===== config.mk =====
export PLATFORM = sky130hd
export DESIGN_NAME = spt_port
export DESIGN_NICKNAME = d
export VERILOG_FILES = /design/src/rtl/spt_pkg.sv /design/src/rtl/spt_port.sv
export VERILOG_INCLUDE_DIRS = /design/src /design/src/rtl
export SDC_FILE = /design/constraint.sdc
export NUM_CORES = 1
export LEC_CHECK = 0
export ABC_AREA = 1
export BUFFER_PORTS_ARGS = -buffer_cell sky130_fd_sc_hd__buf_2
export CAP_MARGIN = 20
export CELL_PAD_IN_SITES_DETAIL_PLACEMENT = 1
export CELL_PAD_IN_SITES_GLOBAL_PLACEMENT = 2
export CORE_MARGIN = 10
export CORE_UTILIZATION = 30
export DETAILED_ROUTE_END_ITERATION = 8
export GPL_TIMING_DRIVEN = 1
export PLACE_DENSITY = 0.91
export SLEW_MARGIN = 0
export SYNTH_ARGS = -nofsm -noshare
export SYNTH_HDL_FRONTEND = slang
export SYNTH_SLANG_ARGS = --single-unit

===== constraint.sdc =====
create_clock -name clk_i -period 2 [get_ports clk_i]
set_input_delay 0.2 -clock clk_i [delete_from_list [all_inputs] [get_ports clk_i]]
set_output_delay 0.2 -clock clk_i [all_outputs]
set_load 0.03 [all_outputs]

===== src/rtl/spt_defs.svh =====
// Offsets, field positions, reset values and mode codes of the serial port.
// Assumes byte addresses on a 32-bit classic Wishbone bus.
`ifndef SPT_DEFS_SVH
`define SPT_DEFS_SVH
`define SPT_ADR_CTRL  8'h14
`define SPT_ADR_STAT  8'h18
`define SPT_ADR_BUF   8'h1C
`define SPT_ADR_ADDR  8'h20
`define SPT_ADR_MISC  8'h24
`define SPT_ADR_FLAGS 8'h28
`define SPT_CTRL_OV   6
`define SPT_CTRL_EN   5
`define SPT_MISC_HOLD 7
`define SPT_MISC_SEL  4
`define SPT_FLAG_IF   3
`define SPT_RST_BYTE  8'h00
`define SPT_MODE_S7    4'h6
`define SPT_MODE_S10   4'h7
`define SPT_MODE_S7SS  4'hE
`define SPT_MODE_S10SS 4'hF
`define SPT_MODE_FWM   4'hB
`define SPT_BITS_ADDR  4'h8
`define SPT_BITS_ACK   4'h9
`define SPT_TEN_HDR    5'h1E
`endif


===== src/rtl/spt_pkg.sv =====
// Types shared by the serial port design.
// Assumes nothing of its surroundings.
package spt_pkg;
    typedef enum logic [1:0] {SPT_IDLE, SPT_RECV, SPT_SKIP} spt_state_t;
endpackage


===== src/rtl/spt_port.sv =====
// Two-wire serial slave port with Wishbone register access.
// Assumes external pull-ups on the bus lines and pins resolved from the enables.
//
// Local design decision: the Wishbone slave port.
`timescale 1ns/10ps
`default_nettype none
`include "spt_defs.svh"
module spt_port (
    // System
    input  wire logic        clk_i,
    input  wire logic        rst_i,
    // Wishbone slave
    input  wire logic        cyc_i,
    input  wire logic        stb_i,
    input  wire logic        we_i,
    input  wire logic [7:0]  adr_i,
    input  wire logic [3:0]  sel_i,
    input  wire logic [31:0] dat_i,
    output logic      [31:0] dat_o,
    output logic             ack_o,
    // Pin direction: high while software sets the port pins as inputs
    input  wire logic        pins_input_i,
    // Primary pair
    input  wire logic        pri_scl_i,
    output logic             pri_scl_o,
    output logic             pri_scl_oe_o,
    input  wire logic        pri_sda_i,
    output logic             pri_sda_o,
    output logic             pri_sda_oe_o,
    // Alternate pair
    input  wire logic        alt_scl_i,
    output logic             alt_scl_o,
    output logic             alt_scl_oe_o,
    input  wire logic        alt_sda_i,
    output logic             alt_sda_o,
    output logic             alt_sda_oe_o
);
    import spt_pkg::*;

    //--------------------------------------------------------------
    // Registers and state
    //--------------------------------------------------------------
    logic [7:0] ctrl, addr_reg, misc, buf_reg, sr;
    logic       ov, bf, ua, pif, st_s, st_p, st_da, st_rw;
    logic       clr_pend, ua_hold, sda_drv, pend_if, pend_ua;
    logic       is_data, ten_lo, ten_ok;
    logic [3:0] cnt;
    logic [3:0] sync1, sync2;
    logic       scl_q, sda_q, line_lo;
    spt_state_t state;

    //--------------------------------------------------------------
    // Line synchronisers and condition detection
    //--------------------------------------------------------------
    // Two stages on every pin before any logic looks at it
    always_ff @(posedge clk_i) begin
        if (rst_i) begin
            sync1 <= 4'hF;
            sync2 <= 4'hF;
        end else begin
            sync1 <= {pri_scl_i, pri_sda_i, alt_scl_i, alt_sda_i};
            sync2 <= sync1;
        end
    end

    logic en, sel, scl_s, sda_s, scl_r, scl_f, start, stop;
    assign en    = ctrl[`SPT_CTRL_EN];
    assign sel   = misc[`SPT_MISC_SEL];
    assign scl_s = sel ? sync2[1] : sync2[3];
    assign sda_s = sel ? sync2[0] : sync2[2];

    // Previous samples for edge finding
    always_ff @(posedge clk_i) begin
        if (rst_i) begin
            scl_q <= 1'b1;
            sda_q <= 1'b1;
        end else begin
            scl_q <= scl_s;
            sda_q <= sda_s;
        end
    end

    assign scl_r = en & scl_s & ~scl_q;
    assign scl_f = en & ~scl_s & scl_q;
    assign start = en & scl_s & scl_q & sda_q & ~sda_s;
    assign stop  = en & scl_s & scl_q & ~sda_q & sda_s;

    //--------------------------------------------------------------
    // Mode decode and byte decisions
    //--------------------------------------------------------------
    logic [3:0] mode;
    logic slv, ten, ss_int, busy, fall8, fall9, ack_slot;
    logic hit7, hi_ok, accept, upd, clean;
    assign mode = ctrl[3:0];
    always_comb begin
        slv    = 1'b1;
        ten    = 1'b0;
        ss_int = 1'b0;
        case (mode)
            `SPT_MODE_S7:    ;
            `SPT_MODE_S10:   ten = 1'b1;
            `SPT_MODE_S7SS:  ss_int = 1'b1;
            `SPT_MODE_S10SS: begin
                ten    = 1'b1;
                ss_int = 1'b1;
            end
            `SPT_MODE_FWM: begin
                slv    = 1'b0;
                ss_int = 1'b1;
            end
            default: slv = 1'b0;
        endcase
    end

    assign busy     = (state == SPT_RECV);
    assign fall8    = busy & scl_f & (cnt == `SPT_BITS_ADDR);
    assign fall9    = busy & scl_f & (cnt == `SPT_BITS_ACK);
    assign ack_slot = busy & (cnt == `SPT_BITS_ADDR);
    assign hit7     = (sr[7:1] == addr_reg[7:1]);
    assign hi_ok    = hit7 & (sr[7:3] == `SPT_TEN_HDR);

    // Whether the byte just shifted in belongs to this slave
    always_comb begin
        accept = 1'b0;
        upd    = 1'b0;
        if (is_data) begin
            accept = 1'b1;
        end else if (!ten) begin
            accept = hit7;
        end else if (ten_lo) begin
            accept = (sr == addr_reg);
            upd    = accept;
        end else begin
            accept = hi_ok;
            upd    = hi_ok & ~ten_ok;
        end
    end
    assign clean = accept & ~bf & ~ov;

    //--------------------------------------------------------------
    // Receive sequencer
    //--------------------------------------------------------------
    // Waits for start, counts bits, acknowledges and tracks address phase
    always_ff @(posedge clk_i) begin
        if (rst_i || !en || !slv) begin
            state   <= SPT_IDLE;
            cnt     <= 4'h0;
            sr      <= `SPT_RST_BYTE;
            sda_drv <= 1'b0;
            pend_if <= 1'b0;
            pend_ua <= 1'b0;
            is_data <= 1'b0;
            ten_lo  <= 1'b0;
            ten_ok  <= 1'b0;
        end else if (stop) begin
            state   <= SPT_IDLE;
            sda_drv <= 1'b0;
            ten_ok  <= 1'b0;
        end else if (start) begin
            state   <= SPT_RECV;
            cnt     <= 4'h0;
            sda_drv <= 1'b0;
            pend_if <= 1'b0;
            pend_ua <= 1'b0;
            is_data <= 1'b0;
            ten_lo  <= 1'b0;
        end else if (busy) begin
            if (scl_r) begin
                sr  <= {sr[6:0], sda_s};
                cnt <= cnt + 4'h1;
            end
            if (fall8) begin
                sda_drv <= clean;
                pend_if <= accept;
                pend_ua <= upd & clean;
                if (!accept) begin
                    state <= SPT_SKIP;
                end else if (!is_data) begin
                    if (ten && !ten_ok && !ten_lo) begin
                        ten_lo <= 1'b1;
                    end else begin
                        ten_lo  <= 1'b0;
                        ten_ok  <= ten;
                        is_data <= 1'b1;
                    end
                end
            end
            if (fall9) begin
                sda_drv <= 1'b0;
                pend_if <= 1'b0;
                pend_ua <= 1'b0;
                cnt     <= 4'h0;
            end
        end
    end

    //--------------------------------------------------------------
    // Wishbone slave
    //--------------------------------------------------------------
    logic req, wr, rd_buf;
    logic [7:0] rd_byte;
    assign req    = cyc_i & stb_i & ~ack_o;
    assign wr     = cyc_i & stb_i & we_i & ack_o & sel_i[0];
    assign rd_buf = cyc_i & stb_i & ~we_i & ack_o & (adr_i == `SPT_ADR_BUF);

    // Read multiplexer; unmapped addresses read zero
    always_comb begin
        case (adr_i)
            `SPT_ADR_CTRL:  rd_byte = {ctrl[7], ov, ctrl[5:0]};
            `SPT_ADR_STAT:  rd_byte = {2'b00, st_da, st_p, st_s, st_rw, ua, bf};
            `SPT_ADR_BUF:   rd_byte = buf_reg;
            `SPT_ADR_ADDR:  rd_byte = addr_reg;
            `SPT_ADR_MISC:  rd_byte = misc;
            `SPT_ADR_FLAGS: rd_byte = {4'h0, pif, 3'b000};
            default:        rd_byte = `SPT_RST_BYTE;
        endcase
    end

    // One wait state, then a single-cycle acknowledge
    always_ff @(posedge clk_i) begin
        if (rst_i) begin
            ack_o <= 1'b0;
            dat_o <= 32'h0000_0000;
        end else begin
            ack_o <= req;
            if (req) begin
                dat_o <= {24'h00_0000, rd_byte};
            end
        end
    end

    // Software-owned registers; the overflow bit is written in its own block below
    always_ff @(posedge clk_i) begin
        if (rst_i) begin
            ctrl     <= `SPT_RST_BYTE;
            addr_reg <= `SPT_RST_BYTE;
            misc     <= `SPT_RST_BYTE;
        end else if (wr) begin
            case (adr_i)
                `SPT_ADR_CTRL: ctrl <= dat_i[7:0];
                `SPT_ADR_ADDR: addr_reg <= dat_i[7:0];
                `SPT_ADR_MISC: misc <= dat_i[7:0];
                default: ;
            endcase
        end
    end

    //--------------------------------------------------------------
    // Status flags
    //--------------------------------------------------------------
    logic wr_ctrl, wr_addr, wr_flags;
    assign wr_ctrl  = wr & (adr_i == `SPT_ADR_CTRL);
    assign wr_addr  = wr & (adr_i == `SPT_ADR_ADDR);
    assign wr_flags = wr & (adr_i == `SPT_ADR_FLAGS);

    // Overflow: set wins over a software write
    always_ff @(posedge clk_i) begin
        if (rst_i) begin
            ov <= 1'b0;
        end else if (fall8 && accept && bf) begin
            ov <= 1'b1;
        end else if (wr_ctrl) begin
            ov <= dat_i[`SPT_CTRL_OV];
        end
    end

    // Buffer and buffer-full with deferred clear
    always_ff @(posedge clk_i) begin
        if (rst_i) begin
            buf_reg  <= `SPT_RST_BYTE;
            bf       <= 1'b0;
            clr_pend <= 1'b0;
            st_da    <= 1'b0;
            st_rw    <= 1'b0;
        end else if (fall8 && clean) begin
            buf_reg  <= sr;
            bf       <= 1'b1;
            clr_pend <= 1'b0;
            st_da    <= is_data;
            if (!is_data) begin
                st_rw <= sr[0];
            end
        end else if (rd_buf) begin
            clr_pend <= 1'b1;
        end else if (clr_pend && !ack_slot) begin
            bf       <= 1'b0;
            clr_pend <= 1'b0;
        end
    end

    // Address update flag and clock hold; address write releases
    always_ff @(posedge clk_i) begin
        if (rst_i || !en) begin
            ua      <= 1'b0;
            ua_hold <= 1'b0;
        end else if (fall9 && pend_ua) begin
            ua      <= 1'b1;
            ua_hold <= 1'b1;
        end else if (wr_addr) begin
            ua      <= 1'b0;
            ua_hold <= 1'b0;
        end
    end

    // Start and stop status, cleared while disabled
    always_ff @(posedge clk_i) begin
        if (rst_i || !en) begin
            st_s <= 1'b0;
            st_p <= 1'b0;
        end else if (start) begin
            st_s <= 1'b1;
            st_p <= 1'b0;
        end else if (stop) begin
            st_s <= 1'b0;
            st_p <= 1'b1;
        end
    end

    // Port interrupt flag: hardware set wins over software clear
    always_ff @(posedge clk_i) begin
        if (rst_i) begin
            pif <= 1'b0;
        end else if ((fall9 && pend_if) || (ss_int && (start || stop))) begin
            pif <= 1'b1;
        end else if (wr_flags) begin
            pif <= dat_i[`SPT_FLAG_IF];
        end
    end

    //--------------------------------------------------------------
    // Pin drivers
    //--------------------------------------------------------------
    logic drv_ok, scl_drv;
    assign drv_ok  = en & pins_input_i;
    assign scl_drv = ua_hold | misc[`SPT_MISC_HOLD];

    // Lines only ever pulled low
    always_ff @(posedge clk_i) begin
        if (rst_i) begin
            line_lo      <= 1'b0;
            pri_scl_oe_o <= 1'b0;
            pri_sda_oe_o <= 1'b0;
            alt_scl_oe_o <= 1'b0;
            alt_sda_oe_o <= 1'b0;
        end else begin
            line_lo      <= 1'b0;
            pri_scl_oe_o <= drv_ok & ~sel & scl_drv;
            pri_sda_oe_o <= drv_ok & ~sel & sda_drv;
            alt_scl_oe_o <= drv_ok & sel & scl_drv;
            alt_sda_oe_o <= drv_ok & sel & sda_drv;
        end
    end
    assign pri_scl_o = line_lo;
    assign pri_sda_o = line_lo;
    assign alt_scl_o = line_lo;
    assign alt_sda_o = line_lo;

    //--------------------------------------------------------------
    // Checks
    //--------------------------------------------------------------
    enable_gate_a: assert property (@(posedge clk_i) disable iff (rst_i)
        !en |=> !pri_sda_oe_o && !alt_sda_oe_o && !pri_scl_oe_o && !alt_scl_oe_o)
        else $error("pin driven while port disabled");
    pin_pair_a: assert property (@(posedge clk_i) disable iff (rst_i)
        !(pri_sda_oe_o && alt_sda_oe_o) && !(pri_scl_oe_o && alt_scl_oe_o))
        else $error("both pin pairs driven");
    buffer_load_a: assert property (@(posedge clk_i) disable iff (rst_i)
        fall8 && clean |=> bf && buf_reg == $past(sr))
        else $error("clean byte not buffered");
    overflow_set_a: assert property (@(posedge clk_i) disable iff (rst_i)
        fall8 && accept && bf |=> ov)
        else $error("overflow not flagged");
    no_ack_full_a: assert property (@(posedge clk_i) disable iff (rst_i)
        fall8 && (bf || ov) |=> !sda_drv && $stable(buf_reg))
        else $error("acked or loaded while full");
    ninth_flag_a: assert property (@(posedge clk_i) disable iff (rst_i)
        fall9 && pend_if |=> pif)
        else $error("flag not set at ninth fall");
    ack_release_a: assert property (@(posedge clk_i) disable iff (rst_i)
        fall9 |=> !sda_drv ##2 !pri_sda_oe_o && !alt_sda_oe_o)
        else $error("acknowledge not released");
    bf_defer_a: assert property (@(posedge clk_i) disable iff (rst_i)
        bf && ack_slot && !(fall8 && clean) |=> bf)
        else $error("buffer full cleared inside acknowledge");
    ua_release_a: assert property (@(posedge clk_i) disable iff (rst_i)
        wr_addr && !(fall9 && pend_ua) |=> !ua && !ua_hold)
        else $error("address write did not release");
    start_stat_a: assert property (@(posedge clk_i) disable iff (rst_i)
        start && !stop |=> st_s && !st_p)
        else $error("start not recorded");
    master_idle_a: assert property (@(posedge clk_i) disable iff (rst_i)
        mode == `SPT_MODE_FWM |=> state == SPT_IDLE)
        else $error("slave active in master mode");
endmodule // spt_port
`default_nettype wire

# Word-level counts from Yosys, hierarchy flattened
# Index checks and enable logic that the tools add are counted.
[totals] register_bits=84 out_inout_bits=41 wordCells=211
[op_classes] add_sub_neg=1 n_eq_ne=20 mux=54 bitwise_logic=52 n_reduce_logical=51
[op_table] op="$mux 1" count=49
[op_table] op="$pmux 8 s6" count=1
[op_table] op="$and 1x1->1" count=36
[op_table] op="$eq 8x5->1 const B" count=3
[op_table] op="$eq 8x6->1 const B" count=3
[op_table] op="$eq 4x4->1 const B" count=5
[op_table] op="$reduce_bool 2->1" count=10
[op_table] op="$mux 4" count=4
[op_table] op="$not 1->1" count=15
[op_table] op="$reduce_and 2->1" count=6
[op_table] op="$reduce_and 3->1" count=4
[op_table] op="$logic_and 1x1->1" count=9
[op_table] op="$eq 4x3->1 const B" count=2
[op_table] op="$eq 8x8->1" count=1
[op_table] op="$reduce_and 4->1" count=2
[op_table] op="$reduce_or 2->1" count=4
[op_table] op="$eq 7x7->1" count=1
[op_table] op="$reduce_and 6->1" count=1
[op_table] op="$reduce_bool 3->1" count=2
[op_table] op="$reduce_or 3->1" count=2
[op_table] op="$eq 5x5->1 const B" count=1
[op_table] op="$logic_not 1->1" count=5
[op_table] op="$reduce_and 5->1" count=1
[op_table] op="$add 4x1->4 const B" count=1
[op_table] op="6 further kinds" count=10

# Depth between registers and ports, before layout
# Gate-level depths: netlist of run 1.
[logic_depth] depth_word=12 ltp_mapped=12 mapped_depth_nobuf=12

# Least setup slack after synthesis of run 1
# No wires, ideal clock.
[synth_timing] path_type="flip-flop to flip-flop" start="register ack_o" end="register ctrl[0]" setup_ns=0.119 arrival_ns=1.475 t_required_ns=1.881 setup_slack_ns=0.405 path_stages_with_launch=9 n_path_buf=1 period_less_slack_ns=1.595 path_cell_list="dfxtp_1 -> inv_1 -> nor2_1 -> nand3_2 -> inv_1 -> nand2_1 -> buf_2 -> o21ai_1 -> a21oi_1"
[synth_via] elab_chain_len=3
[synth_rtl] element="from (decl)" line_no="spt_port.sv:20" text="output logic ack_o,"
[synth_rtl] element="from (signal assigned)" line_no="spt_port.sv:225" text="ack_o <= req;"
[synth_rtl] element="$and 1x1->1 (2 in a row)" line_no="spt_port.sv:203" text="assign wr = cyc_i & stb_i & we_i & ack_o & sel_i[0];"
[synth_rtl] element="$reduce_and 2->1 (no line)"
[synth_rtl] element="to (signal assigned)" line_no="spt_port.sv:235" text="ctrl <= `SPT_RST_BYTE;"
[synth_rtl] element="to (signal assigned)" line_no="spt_port.sv:240" text="`SPT_ADR_CTRL: ctrl <= dat_i[7:0];"
[synth_rtl] element="to (decl)" line_no="spt_port.sv:43" text="logic [7:0] ctrl, addr_reg, misc, buf_reg, sr;"
# Every way passes these cells.
# A chain may end at the register's enable or synchronous reset.

# Final worst setup path of run 1
[layout_timing] start="register misc[4]" end="register buf_reg[1]"
[layout_via] elab_chain_len=7
[layout_rtl] element="from (decl)" line_no="spt_port.sv:43"
[layout_rtl] element="from (signal assigned)" line_no="spt_port.sv:237" text="misc <= `SPT_RST_BYTE;"
[layout_rtl] element="from (signal assigned)" line_no="spt_port.sv:242" text="`SPT_ADR_MISC: misc <= dat_i[7:0];"
[layout_rtl] element="$mux 1" line_no="spt_port.sv:69" text="assign scl_s = sel ? sync2[1] : sync2[3];"
[layout_rtl] element="$not 1->1" line_no="spt_port.sv:84" text="assign scl_f = en & ~scl_s & scl_q;"
[layout_rtl] element="$and 1x1->1 (2 in a row)" line_no="spt_port.sv:84"
[layout_rtl] element="$and 1x1->1 (2 in a row)" line_no="spt_port.sv:116" text="assign fall8 = busy & scl_f & (cnt == `SPT_BITS_ADDR);"
[layout_rtl] element="$logic_and 1x1->1" line_no="spt_port.sv:275" text="end else if (fall8 && clean) begin"
[layout_rtl] element="to (signal assigned)" line_no="spt_port.sv:270" text="buf_reg <= `SPT_RST_BYTE;"
[layout_rtl] element="to (signal assigned)" line_no="spt_port.sv:276" text="buf_reg <= sr;"
[layout_rtl] element="to (decl)" line_no="spt_port.sv:43"
# Every way passes these cells.

==> results.sh, run 1 <==
export IMPL_fmax_ghz=0.557
export IMPL_r2r_setup_slack_ps=200
export IMPL_cpPeakStageDelay_ps=490
export IMPL_fin_nets=666
export IMPL_dp_slack_ps=189
export IMPL_antenna_cells=0
export IMPL_fin_ws_ps=204
export IMPL_drt_iter0_drc=301
export IMPL_crit_required_ps=2220
export IMPL_clk_pin_slew_worst_paths_ps=60
export IMPL_cellPowerDensity_nw_per_um2=794
export IMPL_rows=42
export IMPL_tightestPinTransition_ps=681
export IMPL_die_area_um2=18700
export IMPL_synth_edf_count=0
export IMPL_routed_wl_mm=12.8
export IMPL_area_delta_synth_final_pct=15.9
export IMPL_antenna_found_initial=0
export IMPL_crit_top_cell="nand2_4"
export IMPL_clock_sinks=83
export IMPL_async_flop_share_pct=0
export IMPL_syn_avg_cell_area_um2=7.27
export IMPL_grt_first_pass_wirelength_mm=20.2
export IMPL_synthFlopType="dfxtp_1"
export IMPL_startpoint_type="flop"
export IMPL_critPathMaxFanout=11
export IMPL_yosysUniqueCellTypes=41
export IMPL_ys_ff_latch=83
export IMPL_cp_top_family="simple AND/OR/NAND/NOR gates"
export IMPL_multi_input_area_um2=1990
export IMPL_worst_path_buf_inv=1
export IMPL_cts_buffers=9
export IMPL_whs_ps=38.5
export IMPL_crit_chain="inv_2 > nand2_4 > nand2_4 > nor3_4 > nand3_2 > nand2_1 > a21oi_1"
export IMPL_cp_slowest_cell="dfxtp_1"
export IMPL_first_pass_iters=4
export IMPL_ctsResizeCount=0
export IMPL_dp_hpwl_mm=10.0
export IMPL_post_cts_setup_buffers=0
export IMPL_drv_cap=0
export IMPL_portBuffers=39
export IMPL_worst_clock_skew_ps=4.87
export IMPL_cts_tree="yes"
export IMPL_grt_max_degree=25
export IMPL_layout_min_cycle_time_ps=1800
export IMPL_fillers=1680
export IMPL_post_route_period_util_pct=89.8
export IMPL_drcViolationCount=0
export IMPL_worstSetupPathType="reg2reg"
export IMPL_via_per_inst=4.78
export IMPL_synth_warnings=0
export IMPL_synthTopCellsByArea="dfxtp_1 (41%), nand2_1 (9.7%), a21oi_1 (6.5%)"
export IMPL_cts_root_buf="clkbuf_16"
export IMPL_grt_ovfl_total=0
export IMPL_ctsLongestPathBuffers=2
export IMPL_chipHeight_um=137
export IMPL_finalSetupTns_ps=0
export IMPL_outcome="finished, final reports clean"
export IMPL_rsz0062_at_grt="no"
export IMPL_drive_gt1_share_pct=19.2
export IMPL_num_vias=3773
export IMPL_netlist_area_leader_share_pct=40.6
export IMPL_yosys_area_top_type="dfxtp_1"
export IMPL_holdBufCountCts=0
export IMPL_die_width_um=137
export IMPL_critPathCaptureType="flop"
export IMPL_syn_area_um2=4100
export IMPL_p_leak_nw=1.91
export IMPL_grt_usage_pct=13.6
export IMPL_clk_latency_ps=340
export IMPL_io_pins=95
export IMPL_arrival_ps=2010
export IMPL_synthCells=563
export IMPL_synth_seq_area_share_pct=40.6
export IMPL_maxSlewViolCount=0
export IMPL_min_path_type="in2reg"
export IMPL_slew_headroom_pct=54.5
export IMPL_vdd_drop_max_mv=0.361
export IMPL_grt_pass1_vias=3913
export IMPL_setup_viol=0
export IMPL_h_tree_depth=3
export IMPL_drt_wirelength_per_cell_um=16.2
export IMPL_timing_final_hold_violations=0
export IMPL_seqCellArea_um2=1660
export IMPL_place_congestion=0.906
export IMPL_initial_core_util_pct=30.8
export IMPL_core_um2=13300
export IMPL_detail_route_antenna_nets=0
-- path summary, 6_finish.rpt --
path                                            from                 endpoint  cells past startpoint
worst max register to register  misc[4]$_SDFFE_PP0P_  buf_reg[1]$_SDFFE_PP0P_                      7
worst min register to register   sync1[2]$_SDFF_PP1_      sync2[2]$_SDFF_PP1_                      1
worst min-delay path                       alt_scl_i      sync1[1]$_SDFF_PP1_                      2
worst max-delay path            misc[4]$_SDFFE_PP0P_  buf_reg[1]$_SDFFE_PP0P_                      7
-- stage by stage --
step | power [W] | util, % | instances | instance area (um^2)
final | 0.00377 | 35.7 | 790 | 4750
after global routing | 0.00389 | 35.7 | 790 | 4750
after CTS | 0.00380 | 35.7 | 790 | 4750
after detailed placement | 0.00189 | 33.1 | 774 | 4400
after global placement | 0.00188 | 33.1 | 774 | 4400
after floorplan | 0.00187 | - | 590 | 4200
-- cells by family after synthesis --
logic type	after synthesis	synth area share, %
AO/OA/AOI/OAI	108	13.7
XOR/XNOR	6	1.28
adder cells (fa/ha/maj)	3	0.917
buffers and inverters	108	13.3
flip-flops	83	40.6
other	1	0.0916
AND/OR/NAND/NOR	254	30.1
-- layer usage --
| layer | part of all wire [%] | global-route usage (%) |
|---|---|---|
| met5 | 0 | 0 |
| met4 | 1.2 | 2.99 |
| met2 | 50 | 23.5 |
| met3 | 5.3 | 3.96 |
| met1 | 43 | 16.3 |
-- Yosys cell counts (3+ instances only) --
cell type  instances
dfxtp_1           83
nand2_2            6
nand3_2            4
a21oi_1           53
buf_4             29
nor2_1            48
buf_6              3
nor3_1            12
or2_2              8
o21ai_0           34
inv_2             11
nand2_4            5
ha_1               3
nand2_1          106
buf_2              3
xnor2_1            4
clkbuf_1           6
o21ai_1           13
nor2_2             8
nand3_1           37
nand4_1           12
inv_1             50
-- where the power goes --
group,leakage (nW),switching (W),internal [W]
Sequential,0.671,0.00000506,0.00166
Clock,0.169,0.000667,0.00125
Combinational,1.07,0.000145,0.0000374
-- worst register-to-register path: cells and delay by family (launching register included) --
kind,cells,cell delay [ps]
AND/OR/NAND/NOR,5,990
flip-flops,1,490
buffers and inverters,1,130
AO/OA/AOI/OAI,1,70
-- cell type report --
type	count	share of cell area (%)
Multi-Input combinational cell	399	41.9
Sequential cell	83	35.0
Clock buffer	11	5.11
Inverter	65	5.22
Timing Repair Buffer	51	6.01
Clock inverter	5	2.11
Tap cell	176	4.64
-- cells in the final DEF (no fill, tap or decap), drive strengths merged --
master / n
o22ai: 1
clkbuf: 11
nand2: 117
nand3b: 1
or2: 8
inv: 62
nand4: 12
buf: 51
nand3: 42
nor3: 15
nor2: 58
a21boi: 2
o211ai: 2
bufinv: 3
clkinv: 5
o21ai: 47
dfxtp: 83
conb: 28
xnor2: 4
a21oi: 55
a221oi: 1
nor4: 1
xor2: 2
ha: 3
No activity file was read; power rests on OpenSTA's default activity.
==> inputs of run 2 (changes only) <==
--- a/config.mk
+++ b/config.mk
@@ -9,13 +9,13 @@
 export ABC_AREA = 1
 export BUFFER_PORTS_ARGS = -buffer_cell sky130_fd_sc_hd__buf_2
 export CAP_MARGIN = 20
-export CELL_PAD_IN_SITES_DETAIL_PLACEMENT = 1
-export CELL_PAD_IN_SITES_GLOBAL_PLACEMENT = 2
+export CELL_PAD_IN_SITES_DETAIL_PLACEMENT = 0
+export CELL_PAD_IN_SITES_GLOBAL_PLACEMENT = 1
 export CORE_MARGIN = 10
-export CORE_UTILIZATION = 30
+export CORE_UTILIZATION = 35
 export DETAILED_ROUTE_END_ITERATION = 8
 export GPL_TIMING_DRIVEN = 1
-export PLACE_DENSITY = 0.91
+export PLACE_DENSITY = 0.88
 export SLEW_MARGIN = 0
 export SYNTH_ARGS = -nofsm -noshare
 export SYNTH_HDL_FRONTEND = slang
==> constraint.sdc (replaced) <==
create_clock -name clk_i -period 1.55 [get_ports clk_i]
set_input_delay 0.155 -clock clk_i [delete_from_list [all_inputs] [get_ports clk_i]]
set_output_delay 0.155 -clock clk_i [all_outputs]
set_load 0.03 [all_outputs]
==> results.sh, run 2 (synthesized netlist as in run 1, its figures left out) <==
export IMPL_seqCellArea_um2=1700
export IMPL_drt_iter0_drc=266
export IMPL_post_route_period_util_pct=97.1
export IMPL_layout_min_cycle_time_ps=1510
export IMPL_grt_max_degree=28
export IMPL_finalSetupTns_ps=0
export IMPL_die_width_um=128
export IMPL_whs_ps=109
export IMPL_drive_gt1_share_pct=35.1
export IMPL_h_tree_depth=3
export IMPL_cts_tree="yes"
export IMPL_cellPowerDensity_nw_per_um2=867
export IMPL_clk_latency_ps=330
export IMPL_arrival_ps=1730
export IMPL_outcome="finished, final reports clean"
export IMPL_p_leak_nw=2.23
export IMPL_routed_wl_mm=12.0
export IMPL_clk_pin_slew_worst_paths_ps=60
export IMPL_grt_pass1_vias=3836
export IMPL_antenna_cells=0
export IMPL_grt_ovfl_total=0
export IMPL_grt_first_pass_wirelength_mm=18.7
export IMPL_initial_core_util_pct=35.9
export IMPL_worst_clock_skew_ps=5.08
export IMPL_io_pins=95
export IMPL_cts_buffers=9
export IMPL_crit_required_ps=1780
export IMPL_final_common_cell="nand2_1"
export IMPL_drv_cap=0
export IMPL_antenna_found_initial=0
export IMPL_rows=39
export IMPL_vdd_drop_max_mv=0.595
export IMPL_fillers=1121
export IMPL_via_per_inst=4.87
export IMPL_chipHeight_um=128
export IMPL_detail_route_antenna_nets=0
export IMPL_drt_wirelength_per_cell_um=14.6
export IMPL_first_pass_iters=4
export IMPL_core_um2=11400
export IMPL_rsz0062_at_grt="yes"
export IMPL_critPathCaptureType="flop"
export IMPL_area_delta_synth_final_pct=32.0
export IMPL_cts_root_buf="clkbuf_16"
export IMPL_timing_final_hold_violations=0
export IMPL_ctsLongestPathBuffers=2
export IMPL_drcViolationCount=0
export IMPL_startpoint_type="flop"
export IMPL_critPathMaxFanout=3
export IMPL_multi_input_area_um2=2170
export IMPL_fmax_ghz=0.664
export IMPL_maxSlewViolCount=0
export IMPL_layout_common_cells="nand2_1 (95), dfxtp_1 (67), buf_4 (56)"
export IMPL_place_congestion=0.853
export IMPL_worstSetupPathType="reg2reg"
export IMPL_fin_nets=725
export IMPL_min_path_type="in2reg"
export IMPL_clock_sinks=83
export IMPL_setup_viol=0
export IMPL_grt_usage_pct=14.0
export IMPL_portBuffers=39
export IMPL_die_area_um2=16400
export IMPL_num_vias=3970
export IMPL_dp_hpwl_mm=8.99
run 2: cell types whose count changed in the layout (fill, tap and decap cells not counted), moves of 7 or more:
cell | before | now
buf_4 | 12 | 56
dfxtp_1 | 83 | 67
inv_1 | 50 | 37
inv_2 | 11 | 24
nand2_1 | 106 | 95
dfxtp_2 | 0 | 9
buf_6 | 0 | 8
nand2_2 | 6 | 14
dfxtp_4 | 0 | 7
nor2_1 | 48 | 41
run 2: final cells by class:
cell class / instances / share of cell area (%)
Multi-Input combinational cell: 399 / 40.1
Sequential cell: 83 / 31.4
Timing Repair Buffer: 110 / 14.6
Inverter: 65 / 4.68
Clock buffer: 9 / 4.17
Tap cell: 143 / 3.31
Clock inverter: 7 / 1.71
run 2: power by group:
group / internal (W) / switching [W] / leakage (nW)
Clock: 0.00141 / 0.000881 / 0.159
Combinational: 0.0000665 / 0.000192 / 1.39
Sequential: 0.00213 / 0.00000612 / 0.681
run 2: worst max-delay path, stage by stage (launching register included):
cell	delay, ps
dfxtp_2	330
inv_2	50
buf_4	130
ha_2	170
inv_2	60
nor2_4	40
o21ai_1	150
buf_4	160
nand2_4	50
nand3_2	60
nor2_2	30
nor2_1	100
nor2_1	60
run 2: per-layer routing:
metal,GRT usage (%),wire (um),vias up
met5,0,0,-
met4,3.64,188,0
li1,-,-,1990
met2,23.5,5880,117
met3,2.94,755,14
met1,17.6,5130,1849
run 2: path summary, 6_finish.rpt:
kind / to / slack, ps / startpoint / cells past startpoint
min reg2reg: sync2[0]$_SDFF_PP1_ / 410 / sync1[0]$_SDFF_PP1_ / 1
max: pend_ua$_SDFFE_PP0P_ / 40 / cnt[1]$_SDFFE_PP0P_ / 12
max reg2reg: pend_ua$_SDFFE_PP0P_ / 40 / cnt[1]$_SDFFE_PP0P_ / 12
min: misc[1]$_SDFFE_PP0P_ / 110 / dat_i[1] / 3
run 2: through the flow:
step	worst slack [ps]	total power (W)	instance area [um^2]	instances	util [%]
floorplan	43.6	0.00242	4200	590	-
global placement	3.70	0.00244	4710	785	41.2
detailed placement	-74.0	0.00245	4710	785	41.2
CTS	0.822	0.00473	5120	806	44.8
global route	-92.3	0.00483	5410	816	47.3
finish	44.3	0.00469	5410	816	47.3
run 2: timing repair:
action | 4_1_cts | 5_1_grt
endpoints found under the setup margin | 24 | 37
pin swaps | 4 | 25
gates resized for setup | 12 | 79
hold buffers | 3 | 1
buffers inserted | 1 | 9
gates cloned | 1 | 0
hold endpoints to repair | 3 | 1
==> inputs of run 3 (changes only) <==
--- a/config.mk
+++ b/config.mk
@@ -6,16 +6,16 @@
 export SDC_FILE = /design/constraint.sdc
 export NUM_CORES = 1
 export LEC_CHECK = 0
-export ABC_AREA = 1
+export ABC_AREA = 0
 export BUFFER_PORTS_ARGS = -buffer_cell sky130_fd_sc_hd__buf_2
 export CAP_MARGIN = 20
 export CELL_PAD_IN_SITES_DETAIL_PLACEMENT = 0
 export CELL_PAD_IN_SITES_GLOBAL_PLACEMENT = 1
 export CORE_MARGIN = 10
-export CORE_UTILIZATION = 35
+export CORE_UTILIZATION = 36
 export DETAILED_ROUTE_END_ITERATION = 8
 export GPL_TIMING_DRIVEN = 1
-export PLACE_DENSITY = 0.88
+export PLACE_DENSITY = 0.87
 export SLEW_MARGIN = 0
 export SYNTH_ARGS = -nofsm -noshare
 export SYNTH_HDL_FRONTEND = slang
==> results.sh, run 3 <==
export IMPL_synth_seq_area_share_pct=42.7
export IMPL_dpl_cell_count=684
export IMPL_seqCellArea_um2=1670
export IMPL_outcome="finished, violations left"
export IMPL_async_flop_share_pct=0
export IMPL_die_area_um2=15400
export IMPL_core_um2=10400
export IMPL_synth_warnings=0
export IMPL_post_route_period_util_pct=131
export IMPL_maxSlewViolCount=0
export IMPL_drive_gt1_share_pct=37.5
export IMPL_synthTopCellsByArea="dfxtp_1 (43%), mux2i_1 (5.7%), buf_4 (5.6%)"
export IMPL_fin_ws_ps=-482
export IMPL_grt_ovfl_total=0
export IMPL_p_total_w=0.00404
export IMPL_drv_cap=0
export IMPL_rows=37
export IMPL_cts_buffers=9
export IMPL_crit_chain="mux2_4 > or4_4 > buf_4 > a2111oi_4 > buf_4 > nand3_1 > a21oi_1"
export IMPL_cts_tree="yes"
export IMPL_initial_core_util_pct=37.3
export IMPL_arrival_ps=2320
export IMPL_antenna_cells=0
export IMPL_worst_clock_skew_ps=8.12
export IMPL_cp_slowest_cell="or4_4"
export IMPL_first_pass_iters=5
export IMPL_whs_ps=55.4
export IMPL_critPathCaptureType="flop"
export IMPL_syn_area_um2=3890
export IMPL_clk_pin_slew_worst_paths_ps=90
export IMPL_drt_wirelength_per_cell_um=16.4
export IMPL_via_per_inst=5.13
export IMPL_yosys_area_top_type="dfxtp_1"
export IMPL_tightestPinTransition_ps=519
export IMPL_crit_top_cell="buf_4"
export IMPL_synthFlopType="dfxtp_1"
export IMPL_timing_final_hold_violations=0
export IMPL_netlist_area_leader_share_pct=42.7
export IMPL_rsz0062_at_grt="yes"
export IMPL_layout_min_cycle_time_ps=2030
export IMPL_violations="negative setup slack"
export IMPL_cpPeakStageDelay_ps=550
export IMPL_post_layout_nonfiller_instances=717
export IMPL_fin_nets=633
export IMPL_worstSetupPathType="reg2reg"
export IMPL_critPathMaxFanout=8
export IMPL_grt_first_pass_wirelength_mm=18.0
export IMPL_synthCells=439
export IMPL_setup_viol=36
export IMPL_clock_sinks=83
export IMPL_antenna_found_initial=0
export IMPL_synth_edf_count=0
export IMPL_finalSetupTns_ps=-11860
export IMPL_slew_headroom_pct=65.4
export IMPL_crit_required_ps=1840
export IMPL_chipHeight_um=124
export IMPL_syn_avg_cell_area_um2=8.86
export IMPL_yosysUniqueCellTypes=61
export IMPL_ctsLongestPathBuffers=2
export IMPL_cellPowerDensity_nw_per_um2=743
export IMPL_multi_input_area_um2=2260
export IMPL_grt_usage_pct=14.7
export IMPL_portBuffers=39
export IMPL_p_leak_nw=2.12
export IMPL_power_switching_w=0.000999
export IMPL_final_common_cell="buf_4"
export IMPL_synth_most_common_cell="dfxtp_1"
export IMPL_cts_root_buf="clkbuf_8"
export IMPL_fillers=948
export IMPL_p_comb_share_pct=7.2
export IMPL_grt_max_degree=35
export IMPL_p_seq_share_pct=53.3
export IMPL_area_delta_synth_final_pct=39.6
export IMPL_grt_pass1_vias=3661
export IMPL_num_vias=3678
export IMPL_min_path_type="in2reg"
export IMPL_swShare_pct=24.8
export IMPL_dp_hpwl_mm=8.84
export IMPL_ys_ff_latch=83
export IMPL_clk_latency_ps=360
export IMPL_io_pins=95
export IMPL_drt_iter0_drc=276
export IMPL_detail_route_antenna_nets=0
export IMPL_fmax_ghz=0.492
export IMPL_startpoint_type="flop"
export IMPL_layout_common_cells="buf_4 (88), dfxtp_1 (78), buf_2 (39)"
export IMPL_die_width_um=124
export IMPL_place_congestion=0.923
export IMPL_drcViolationCount=0
export IMPL_clock_power_share_pct=39.5
export IMPL_synth_top_cells_by_count="dfxtp_1 (83), a21oi_1 (39), nor2_1 (39)"
export IMPL_internal_power_w=0.00304
export IMPL_vdd_drop_max_mv=0.489
export IMPL_routed_wl_mm=11.7
export IMPL_h_tree_depth=3
## run 3: cell count changes in the layout (fill, tap and decap cells not counted), moves of 10 or more
cell	change
o21ai_0	-24
nor2_2	-10
inv_2	-24
clkbuf_8	+10
mux2i_1	+19
buf_4	+32
inv_1	-28
nand2_1	-60
nand2_2	-13
a21oi_1	-20
dfxtp_1	+11
## run 3: cells by family (layout without fill, tap and decap cells)
family / Yosys count / after routing / synth area share, %
DFF: 83 / 83 / 42.7
AOI/OAI and AO/OA: 99 / 99 / 17.2
buffers and inverters: 53 / 168 / 8.17
muxes: 23 / 23 / 6.05
other: 1 / 28 / 0.0964
adders and majority gates: 3 / 3 / 0.965
and+or+nand+nor: 167 / 167 / 22.5
xor gates and xnor gates: 10 / 10 / 2.25
## run 3: metal layers
| metal | up-vias | part of all wire [%] | global-route usage (%) |
|---|---|---|---|
| li1 | 1795 | - | - |
| met3 | 17 | 5.8 | 3.44 |
| met5 | - | 0 | 0 |
| met2 | 108 | 47 | 25.5 |
| met1 | 1758 | 45 | 17.8 |
| met4 | 0 | 1.8 | 3.88 |
## run 3: worst paths after layout
check / start / end / slack (ps) / cells past startpoint
worst min-delay path: dat_i[2] / misc[2]$_SDFFE_PP0P_ / 60 / 3
worst max-delay path: misc[4]$_SDFFE_PP0P_ / buf_reg[4]$_SDFFE_PP0P_ / -480 / 7
worst min register to register: sync1[3]$_SDFF_PP1_ / sync2[3]$_SDFF_PP1_ / 410 / 1
worst max register to register: misc[4]$_SDFFE_PP0P_ / buf_reg[4]$_SDFFE_PP0P_ / -480 / 7
## run 3: cell type report
| class | instances | share of cell area [%] |
|---|---|---|
| repair buffers | 143 | 20.1 |
| clock buffers | 11 | 2.60 |
| multi-input cells | 330 | 41.6 |
| well taps | 136 | 3.13 |
| inverters | 9 | 0.622 |
| flip-flops and latches | 83 | 30.7 |
| clock inverters | 5 | 1.15 |
## run 3: power by group through the flow
stage          Clock, W  Combinational, W  Sequential (W)
6_report        0.00159          0.000291         0.00215
5_1_grt         0.00169          0.000311         0.00215
4_1_cts         0.00161          0.000274         0.00215
3_5_place_dp          0          0.000259         0.00220
3_3_place_gp          0          0.000254         0.00220
2_1_floorplan         0          0.000210         0.00220
## run 3: worst max-delay path, delay by kind of cell (launching register included)
| family | cells | cell delay [ps] |
|---|---|---|
| simple gates | 2 | 640 |
| buf+inv | 2 | 380 |
| flops | 1 | 340 |
| compound gates | 2 | 300 |
| mux | 1 | 300 |
## run 3: timing repair
action,CTS,global route
gates cloned,1,1
hold buffers,4,0
gates resized for setup,30,28
pin swaps,11,16
endpoints found under the setup margin,36,44
setup buffers,7,5
hold endpoints to repair,4,0
## run 3: metrics by stage
step	setup WS, ps	area [um^2]	util [%]
4_1_cts	-476	5280	50.7
6_report	-482	5430	52.1
3_3_place_gp	-435	4820	46.3
5_1_grt	-579	5430	52.1
2_1_floorplan	-453	4080	-
3_5_place_dp	-502	4820	46.3
